File: src/rtl/phyan_pkg.sv
// phyan_pkg: constants for the auto-negotiation register set.
// assumes 32-bit axi4-lite register access, 16-bit registers in low bits.
package phyan_pkg;
  localparam int unsigned PHYAN_ADDR_W = 8;
  localparam int unsigned PHYAN_DATA_W = 32;
  localparam int unsigned PHYAN_REG_W = 16;
  localparam int unsigned PHYAN_IDX_W = 6;
  // register indexes; byte address is index times four
  localparam logic [PHYAN_IDX_W-1:0] PHYAN_IDX_MODE_CTRL = 6'h00;
  localparam logic [PHYAN_IDX_W-1:0] PHYAN_IDX_MODE_STAT = 6'h01;
  localparam logic [PHYAN_IDX_W-1:0] PHYAN_IDX_ADV = 6'h04;
  localparam logic [PHYAN_IDX_W-1:0] PHYAN_IDX_LP_ABIL = 6'h05;
  localparam logic [PHYAN_IDX_W-1:0] PHYAN_IDX_EXPAN = 6'h06;
  localparam logic [PHYAN_IDX_W-1:0] PHYAN_IDX_NP_TX = 6'h07;
  localparam logic [PHYAN_IDX_W-1:0] PHYAN_IDX_LP_NP = 6'h08;
  localparam logic [PHYAN_IDX_W-1:0] PHYAN_IDX_IRQ_STAT = 6'h10;
  localparam logic [PHYAN_IDX_W-1:0] PHYAN_IDX_IRQ_MASK = 6'h11;
  localparam int unsigned PHYAN_IDX_LSB = 2;
  // field positions
  localparam int unsigned PHYAN_CTRL_RESTART = 9;
  localparam int unsigned PHYAN_STAT_COMPLETE = 5;
  localparam int unsigned PHYAN_LP_ASYM = 11;
  localparam int unsigned PHYAN_EXP_PDF = 4;
  localparam int unsigned PHYAN_EXP_LP_NP = 3;
  localparam int unsigned PHYAN_EXP_NP_ABLE = 2;
  localparam int unsigned PHYAN_EXP_PAGE_RX = 1;
  localparam int unsigned PHYAN_EXP_LP_AN = 0;
  localparam int unsigned PHYAN_PG_NP = 15;
  localparam int unsigned PHYAN_NP_TOGGLE = 11;
  // writable masks and reset values
  localparam logic [15:0] PHYAN_ADV_WMASK = 16'hade0 | 16'h001f;
  localparam logic [15:0] PHYAN_ADV_RESET = 16'h01e1;
  localparam logic [15:0] PHYAN_LP_WMASK = 16'h0800;
  localparam logic [15:0] PHYAN_LP_RX_MASK = 16'hefff;
  localparam logic [15:0] PHYAN_NPTX_WMASK = 16'hb7ff;
  localparam logic [15:0] PHYAN_NPTX_RESET = 16'h2001;
  localparam logic [15:0] PHYAN_ZERO16 = 16'h0000;
  // interrupt status bits
  localparam int unsigned PHYAN_IRQ_W = 3;
  localparam int unsigned PHYAN_IRQ_PAGE = 0;
  localparam int unsigned PHYAN_IRQ_FAULT = 1;
  localparam int unsigned PHYAN_IRQ_DONE = 2;
  // axi responses
  localparam logic [1:0] PHYAN_RESP_OKAY = 2'h0;
  localparam logic [1:0] PHYAN_RESP_SLVERR = 2'h2;
endpackage

File: src/rtl/phyan_regs.sv
// phyan_regs: auto-negotiation register group of a gigabit phy behind axi4-lite.
// assumes a line-side negotiation engine feeds received pages and events,
// and takes the advertised pages and the restart pulse.
//
// The implementer's own choice: the AXI4-Lite slave port.
`timescale 1ns/10ps
module phyan_regs (
  input wire logic sys_clk_in,
  input wire logic reset_n_in,
  // axi4-lite slave
  input wire logic [phyan_pkg::PHYAN_ADDR_W-1:0] s_axi_awaddr_in,
  input wire logic [2:0] s_axi_awprot_in,
  input wire logic s_axi_awvalid_in,
  output logic s_axi_awready_out,
  input wire logic [phyan_pkg::PHYAN_DATA_W-1:0] s_axi_wdata_in,
  input wire logic [3:0] s_axi_wstrb_in,
  input wire logic s_axi_wvalid_in,
  output logic s_axi_wready_out,
  output logic [1:0] s_axi_bresp_out,
  output logic s_axi_bvalid_out,
  input wire logic s_axi_bready_in,
  input wire logic [phyan_pkg::PHYAN_ADDR_W-1:0] s_axi_araddr_in,
  input wire logic [2:0] s_axi_arprot_in,
  input wire logic s_axi_arvalid_in,
  output logic s_axi_arready_out,
  output logic [phyan_pkg::PHYAN_DATA_W-1:0] s_axi_rdata_out,
  output logic [1:0] s_axi_rresp_out,
  output logic s_axi_rvalid_out,
  input wire logic s_axi_rready_in,
  // line-side negotiation engine
  input wire logic rx_page_valid_in,
  input wire logic rx_page_is_next_in,
  input wire logic [phyan_pkg::PHYAN_REG_W-1:0] rx_link_code_word_in,
  input wire logic tx_page_sent_in,
  input wire logic parallel_fault_in,
  input wire logic an_complete_in,
  output logic [phyan_pkg::PHYAN_REG_W-1:0] adv_page_out,
  output logic [phyan_pkg::PHYAN_REG_W-1:0] next_page_tx_out,
  output logic an_restart_out,
  output logic irq_out
);
  import phyan_pkg::*;

  typedef struct packed {
    logic aw_have;
    logic [PHYAN_IDX_W-1:0] aw_idx;
    logic aw_bad;
    logic w_have;
    logic [15:0] w_data;
    logic [1:0] w_strb;
    logic awready;
    logic wready;
    logic bvalid;
    logic [1:0] bresp;
    logic arready;
    logic rvalid;
    logic [1:0] rresp;
    logic [15:0] rdata;
    logic [15:0] adv;
    logic [15:0] lp_abil;
    logic exp_pdf;
    logic exp_lp_np;
    logic exp_page_rx;
    logic exp_lp_an;
    logic [15:0] np_tx;
    logic [15:0] lp_np;
    logic complete;
    logic done_seen;
    logic restart;
    logic [PHYAN_IRQ_W-1:0] irq_stat;
    logic [PHYAN_IRQ_W-1:0] irq_mask;
    logic irq;
  } phyan_state_s;

  phyan_state_s st_q;
  phyan_state_s st_d;

  // byte-lane merge of a 16-bit register with a writable-bit mask
  function automatic logic [15:0] phyan_merge(input logic [15:0] cur, input logic [15:0] wdat,
                                              input logic [1:0] strb, input logic [15:0] wmask);
    logic [15:0] lanes;
    lanes = {{8{strb[1]}}, {8{strb[0]}}} & wmask;
    phyan_merge = (cur & ~lanes) | (wdat & lanes);
  endfunction

  function automatic logic phyan_mapped(input logic [PHYAN_IDX_W-1:0] idx);
    phyan_mapped = (idx == PHYAN_IDX_MODE_CTRL) || (idx == PHYAN_IDX_MODE_STAT) ||
                   (idx == PHYAN_IDX_ADV) || (idx == PHYAN_IDX_LP_ABIL) ||
                   (idx == PHYAN_IDX_EXPAN) || (idx == PHYAN_IDX_NP_TX) ||
                   (idx == PHYAN_IDX_LP_NP) || (idx == PHYAN_IDX_IRQ_STAT) ||
                   (idx == PHYAN_IDX_IRQ_MASK);
  endfunction

  logic [PHYAN_IDX_W-1:0] rd_idx;
  logic [15:0] exp_view;
  logic [15:0] stat_view;
  logic [15:0] ctrl_view;
  logic [15:0] rd_val;
  logic do_write;
  logic do_read;
  logic [PHYAN_IRQ_W-1:0] irq_evt;
  logic [PHYAN_IRQ_W-1:0] irq_clr;
  logic [PHYAN_IRQ_W-1:0] irq_next;

  assign rd_idx = s_axi_araddr_in[PHYAN_IDX_LSB +: PHYAN_IDX_W];
  assign do_read = s_axi_arvalid_in && st_q.arready;
  assign do_write = st_q.aw_have && st_q.w_have && !st_q.bvalid;

  // expansion view, reserved bits zero, next-page ability constant one
  always_comb begin
    exp_view = PHYAN_ZERO16;
    exp_view[PHYAN_EXP_PDF] = st_q.exp_pdf;
    exp_view[PHYAN_EXP_LP_NP] = st_q.exp_lp_np;
    exp_view[PHYAN_EXP_NP_ABLE] = 1'b1;
    exp_view[PHYAN_EXP_PAGE_RX] = st_q.exp_page_rx;
    exp_view[PHYAN_EXP_LP_AN] = st_q.exp_lp_an;
    stat_view = PHYAN_ZERO16;
    stat_view[PHYAN_STAT_COMPLETE] = st_q.complete;
    ctrl_view = PHYAN_ZERO16;
    ctrl_view[PHYAN_CTRL_RESTART] = st_q.restart;
  end

  // read mux
  always_comb begin
    rd_val = PHYAN_ZERO16;
    unique case (rd_idx)
      PHYAN_IDX_MODE_CTRL: rd_val = ctrl_view;
      PHYAN_IDX_MODE_STAT: rd_val = stat_view;
      PHYAN_IDX_ADV: rd_val = st_q.adv;
      PHYAN_IDX_LP_ABIL: rd_val = st_q.lp_abil;
      PHYAN_IDX_EXPAN: rd_val = exp_view;
      PHYAN_IDX_NP_TX: rd_val = st_q.np_tx;
      PHYAN_IDX_LP_NP: rd_val = st_q.lp_np;
      PHYAN_IDX_IRQ_STAT: rd_val = {{(16-PHYAN_IRQ_W){1'b0}}, st_q.irq_stat};
      PHYAN_IDX_IRQ_MASK: rd_val = {{(16-PHYAN_IRQ_W){1'b0}}, st_q.irq_mask};
      default: rd_val = PHYAN_ZERO16;
    endcase
  end

  // interrupt events
  always_comb begin
    irq_evt = '0;
    irq_evt[PHYAN_IRQ_PAGE] = rx_page_valid_in;
    irq_evt[PHYAN_IRQ_FAULT] = parallel_fault_in;
    irq_evt[PHYAN_IRQ_DONE] = an_complete_in && !st_q.done_seen;
  end

  // write-one-clear request on the status register
  assign irq_clr = (do_write && (st_q.aw_idx == PHYAN_IDX_IRQ_STAT) && st_q.w_strb[0]) ?
                   st_q.w_data[PHYAN_IRQ_W-1:0] : '0;

  // sticky status per bit; an event in the clearing cycle wins
  for (genvar i = 0; i < PHYAN_IRQ_W; i++) begin : g_irq
    assign irq_next[i] = irq_evt[i] | (st_q.irq_stat[i] & ~irq_clr[i]);
  end

  always_comb begin
    st_d = st_q;
    // write address and data channels, taken in either order
    if (s_axi_awvalid_in && st_q.awready) begin
      st_d.aw_have = 1'b1;
      st_d.aw_idx = s_axi_awaddr_in[PHYAN_IDX_LSB +: PHYAN_IDX_W];
      st_d.aw_bad = !phyan_mapped(s_axi_awaddr_in[PHYAN_IDX_LSB +: PHYAN_IDX_W]);
    end
    if (s_axi_wvalid_in && st_q.wready) begin
      st_d.w_have = 1'b1;
      st_d.w_data = s_axi_wdata_in[15:0];
      st_d.w_strb = s_axi_wstrb_in[1:0];
    end
    st_d.awready = !st_d.aw_have;
    st_d.wready = !st_d.w_have;
    if (st_q.bvalid && s_axi_bready_in) begin
      st_d.bvalid = 1'b0;
    end

    // line side: restart pulse lasts one cycle
    st_d.restart = 1'b0;
    st_d.complete = an_complete_in;
    st_d.done_seen = an_complete_in;

    // toggle reads the inverse of the last sent word's toggle
    if (tx_page_sent_in) begin
      st_d.np_tx[PHYAN_NP_TOGGLE] = !st_q.np_tx[PHYAN_NP_TOGGLE];
    end

    // read clears the fault and page-received expansion bits; a new event below still sets them
    if (do_read && rd_idx == PHYAN_IDX_EXPAN) begin
      st_d.exp_pdf = 1'b0;
      st_d.exp_page_rx = 1'b0;
    end

    // register writes
    if (do_write) begin
      st_d.aw_have = 1'b0;
      st_d.w_have = 1'b0;
      st_d.awready = 1'b1;
      st_d.wready = 1'b1;
      st_d.bvalid = 1'b1;
      st_d.bresp = st_q.aw_bad ? PHYAN_RESP_SLVERR : PHYAN_RESP_OKAY;
      unique case (st_q.aw_idx)
        PHYAN_IDX_MODE_CTRL: begin
          if (st_q.w_strb[1] && st_q.w_data[PHYAN_CTRL_RESTART]) begin
            st_d.restart = 1'b1;
            st_d.np_tx[PHYAN_NP_TOGGLE] = 1'b0;
          end
        end
        PHYAN_IDX_ADV: begin
          st_d.adv = phyan_merge(st_q.adv, st_q.w_data, st_q.w_strb,
                                 PHYAN_ADV_WMASK);
        end
        PHYAN_IDX_LP_ABIL: begin
          st_d.lp_abil = phyan_merge(st_q.lp_abil, st_q.w_data, st_q.w_strb,
                                     PHYAN_LP_WMASK);
        end
        PHYAN_IDX_NP_TX: begin
          st_d.np_tx = phyan_merge(st_d.np_tx, st_q.w_data, st_q.w_strb,
                                   PHYAN_NPTX_WMASK);
        end
        PHYAN_IDX_IRQ_STAT: begin
          st_d.irq_stat = irq_next;
        end
        PHYAN_IDX_IRQ_MASK: begin
          if (st_q.w_strb[0]) begin
            st_d.irq_mask = st_q.w_data[PHYAN_IRQ_W-1:0];
          end
        end
        default: begin
        end
      endcase
    end

    // received pages; hardware sets win over software clears
    if (rx_page_valid_in) begin
      st_d.exp_page_rx = 1'b1;
      if (rx_page_is_next_in) begin
        st_d.lp_np = rx_link_code_word_in;
      end else begin
        st_d.lp_abil = rx_link_code_word_in & PHYAN_LP_RX_MASK;
        st_d.exp_lp_an = 1'b1;
        st_d.exp_lp_np = rx_link_code_word_in[PHYAN_PG_NP];
      end
    end
    if (parallel_fault_in) begin
      st_d.exp_pdf = 1'b1;
    end
    st_d.irq_stat = irq_next;
    st_d.irq = |(st_d.irq_stat & st_d.irq_mask);

    // read channel
    if (st_q.rvalid && s_axi_rready_in) begin
      st_d.rvalid = 1'b0;
    end
    if (do_read) begin
      st_d.rvalid = 1'b1;
      st_d.rdata = rd_val;
      st_d.rresp = phyan_mapped(rd_idx) ? PHYAN_RESP_OKAY : PHYAN_RESP_SLVERR;
    end
    st_d.arready = !st_d.rvalid;
  end

  always_ff @(posedge sys_clk_in or negedge reset_n_in) begin
    if (!reset_n_in) begin
      st_q <= '0;
      st_q.awready <= 1'b1;
      st_q.wready <= 1'b1;
      st_q.arready <= 1'b1;
      st_q.adv <= PHYAN_ADV_RESET;
      st_q.lp_abil <= PHYAN_ZERO16;
      st_q.np_tx <= PHYAN_NPTX_RESET;
      st_q.lp_np <= PHYAN_ZERO16;
    end else begin
      st_q <= st_d;
    end
  end

  assign s_axi_awready_out = st_q.awready;
  assign s_axi_wready_out = st_q.wready;
  assign s_axi_bresp_out = st_q.bresp;
  assign s_axi_bvalid_out = st_q.bvalid;
  assign s_axi_arready_out = st_q.arready;
  assign s_axi_rdata_out = {16'h0000, st_q.rdata};
  assign s_axi_rresp_out = st_q.rresp;
  assign s_axi_rvalid_out = st_q.rvalid;
  assign adv_page_out = st_q.adv;
  assign next_page_tx_out = st_q.np_tx;
  assign an_restart_out = st_q.restart;
  assign irq_out = st_q.irq;
endmodule

File: config.mk
export PLATFORM = sky130hd
export DESIGN_NAME = phyan_regs
export DESIGN_NICKNAME = d
export VERILOG_FILES = /design/src/rtl/phyan_pkg.sv /design/src/rtl/phyan_regs.sv
export SDC_FILE = /design/constraint.sdc
export NUM_CORES = 1
export LEC_CHECK = 0
export BUFFER_PORTS_ARGS = -buffer_cell sky130_fd_sc_hd__buf_2
export CAP_MARGIN = 20
export CORE_MARGIN = 2
export CORE_UTILIZATION = 45
export CTS_CLUSTER_SIZE = 30
export DETAILED_ROUTE_END_ITERATION = 6
export PLACE_DENSITY = 0.74
export REMOVE_ABC_BUFFERS = 1
export SETUP_SLACK_MARGIN = 0.5
export SLEW_MARGIN = 20
export SYNTH_ARGS = -nofsm -noshare
export SYNTH_HDL_FRONTEND = slang
export SYNTH_SLANG_ARGS = --single-unit
File: constraint.sdc
create_clock -name sys_clk_in -period 4 [get_ports sys_clk_in]
set_input_delay 0.6 -clock sys_clk_in [delete_from_list [all_inputs] [get_ports sys_clk_in]]
set_output_delay 0.6 -clock sys_clk_in [all_outputs]
set_load 0.02 [all_outputs]
==> results by group <==
Outcome
  • Status: finished, final reports clean

STA
  • Maximum clock rate: 405.1 MHz
  • Period utilization: 61.71%
  • RSZ-0062 raised after global routing: no
  • Worst slew pin tran: 1044 ps
  • Final setup skew: about 7.8 ps
  • Fin. Hold Viols: 0
  • Setup TNS: 0 ps
  • Min cycle time layout: 2468 ps
  • Max-Slew Margin vs Limit: between 30% and 40%
  • Final Max Tran Viols: 0
  • Setup violators final: 0

Setup path
  • Critical-path top delay cell: and2_1
  • Max FO, Critical Path: 23
  • Critical Path Start Type: primary input
  • Req. time, crit path: 4320 ps
  • Crit end category: flop
  • CP Cell Sequence: buf_2 > or4_1 > nor2_1 > and2_1 > a22oi_1 > a32oi_1
  • Crit path largest cell delay: ~630 ps
  • Arrival time worst endpoint: 2790 ps
  • Crit Path Class: in2reg

Clock network
  • Clock Path Buffers: 2
  • Post-cts sizing count: 0
  • # H-tree levels: 4
  • Root Buffer: clkbuf_16
  • CTS tree: built
  • Clk sinks: roughly 120
  • Clock transition at path regs: 50 ps
  • Setup repair bufs after CTS: 0
  • Hold Buf Count CTS: 0
  • TritonCTS Buffers: 17
  • Clk Latency, worst-skew pair: between 400 and 500 ps

Yosys
  • Post-synth ARST share: between 90% and 100%
  • Synth cell types: 50
  • EDFF count, synth: 0
  • Yosys warning total: 0
  • Top cell type's share of synthesized area: a little under 50%
  • Synth Flop Type: dfrtp_1
  • Area leader, netlist: dfrtp_1
  • Netlist Area Pre-Place: between 5000 and 6000 µm²
  • Sequential fraction of the synthesis area: 53.16%
  • Syn Area/Cell: roughly 12 µm²
  • Post-Synthesis Cells: 478
  • Top post-synthesis cells by count: dfrtp_1 (111), mux2_2 (80), buf_4 (68)
  • FF+latch count, synth: 121
  • Most frequent cell after synthesis: dfrtp_1
  • Synth area leaders: dfrtp_1 (49%), mux2_2 (16%), buf_4 (8.9%)

GRT
  • Gr usage total: roughly 20%
  • Vias in the first global route: ~3700
  • First-pass GRT wire length: between 15 and 20 mm
  • Largest net degree at the start of global routing: 73
  • Final global-route overflow total: 0
  • Antenna violations before repair: 1

Route
  • WL/cell: about 18 µm
  • Drt pass-1 iters: 6
  • ANT nets after route: 0
  • Vias per cell: between 5 and 6
  • Routed wire length: 13.10 mm
  • DRC: 0
  • DR vias: ~3700
  • Initial DRC Count: 193

Layout
  • Layout area overhead: 15.64%
  • Final Cell Area: about 6600 µm²
  • Nets@finish: approximately 640
  • Layout cells sized above 1: approximately 44%

Floorplan
  • Die area: approximately 14000 µm²
  • Floorplan Core Area: around 13000 µm²
  • FP Rows: slightly above 40
  • Die Width: roughly 120 µm
  • # IOs: 161
  • Initial Util: 45.69%
  • Chip Height: around 120 µm

Placed design
  • Port bufs: 109
  • HPWL after DPL: around 8.9 mm
  • RePlAce Congestion: just under 0.8
  • Placed cell area: roughly 6000 µm²

Pwr
  • Power per cell area: 621.2 nW/µm²
  • Leakage: around 3.1 nW
  • Max VDD drop: 0.3349 mV

Min path
  • HP Class: in2reg

Flow run
  • Max cap viols: 0
[per-layer routing]
layer	vias to the layer above	part of all wire (%)	GRT usage, %
met5	-	0	0
met2	114	48	32.10
met1	1859	45	25.04
met3	22	5.2	6.331
li1	1730	-	-
met4	0	1.9	8.235
[cells by family after synthesis]
group	Yosys count	synth area share, %
DFF	121	53.16
other	1	0.06557
buffers and inverters	97	11.05
AOI/OAI and AO/OA	78	8.860
and+or+nand+nor	87	8.489
muxes	93	18.22
xor gates and xnor gates	1	0.1532
[area by class of cell]
class / instances / area (µm²)
flip-flops and latches: 121 / 3040
repair buffers: 115 / 593.1
clock buffers: 21 / 460.4
fillers: 1101 / 5903
clock inverters: 10 / 125.1
inverters: 13 / 48.80
well taps: 172 / 215.2
diodes: 1 / 2.502
multi-input cells: 281 / 2128
[sequential cells by signal, indices dropped and copies added, names as in the netlist]
| signal | flops |
|---|---|
| s_axi_arready_out | 1 |
| st_q | 64 |
| s_axi_rresp_out | 1 |
| an_restart_out | 1 |
| s_axi_wready_out | 1 |
| s_axi_rvalid_out | 1 |
| s_axi_awready_out | 1 |
| s_axi_bresp_out | 1 |
| exp_view | 4 |
| next_page_tx_out | 15 |
| s_axi_rdata_out | 16 |
| irq_out | 1 |
| adv_page_out | 13 |
| s_axi_bvalid_out | 1 |
[worst max-delay path, delay by kind of cell]
| family | cells | cell delay [ps] |
|---|---|---|
| simple gates | 3 | 1390 |
| buf+inv | 1 | 300 |
| compound gates | 2 | 480 |
[metrics by stage]
| stage | utilization, % | setup slack, ps | std cells | power (mW) | hold slack (ps) |
|---|---|---|---|---|---|
| after floorplan | - | 1999 | 415 | 2.290 | 304.4 |
| after global placement | 48.14 | 1203 | 702 | 2.575 | 449.0 |
| after detailed placement | 48.14 | 1113 | 702 | 2.617 | 452.2 |
| after CTS | 52.82 | 1531 | 733 | 4.147 | 292.6 |
| after global routing | 52.82 | 1431 | 733 | 4.308 | 301.7 |
| final | 52.84 | 1532 | 734 | 4.108 | 306.7 |
[placed cells by master, fill, tap and decap left out, types with 2 or more instances in the layout]
| master | n |
|---|---|
| a22oi_1 | 14 |
| dfstp_2 | 10 |
| nor3_1 | 2 |
| nor2_1 | 8 |
| inv_1 | 13 |
| a22o_1 | 4 |
| a21oi_1 | 5 |
| mux2_4 | 2 |
| o21ai_1 | 11 |
| a21o_1 | 2 |
| clkbuf_8 | 2 |
| clkbuf_1 | 2 |
| nor4_1 | 2 |
| conb_1 | 22 |
| bufinv_16 | 3 |
| a221oi_1 | 3 |
| nand2_1 | 41 |
| buf_4 | 7 |
| o21a_1 | 5 |
| clkinv_2 | 7 |
| mux2i_1 | 10 |
| nand2b_1 | 3 |
| nor2b_1 | 2 |
| nand3_1 | 4 |
| o21ai_0 | 24 |
| nor4b_4 | 2 |
| dfrtp_1 | 111 |
| or2_2 | 4 |
| buf_2 | 108 |
| a32oi_1 | 5 |
| nor3b_1 | 2 |
| clkbuf_16 | 17 |
| and2_1 | 5 |
| mux2_2 | 80 |
[final timing paths]
kind                               startpoint                  end  slack [ps]  depth (start not counted)
hold reg to reg                   exp_view[0]          exp_view[0]         460                          1
setup / recovery           s_axi_araddr_in[2]   s_axi_rdata_out[0]        1530                          6
min in group asynchronous          reset_n_in  next_page_tx_out[1]         320                          1
setup reg to reg                    st_q[126]      adv_page_out[1]        1990                          4
hold / removal                 an_complete_in              st_q[8]         310                          1
max in group asynchronous          reset_n_in      adv_page_out[7]        2730                          2
[where the power goes]
| part | switching, mW | internal [mW] |
|---|---|---|
| logic | 0.441 | 0.385 |
| registers | 0.229 | 1.54 |
| clock network | 0.515 | 0.999 |
| total | 1.18 | 2.92 |
Note: power is estimated with default switching activity, not from simulation.
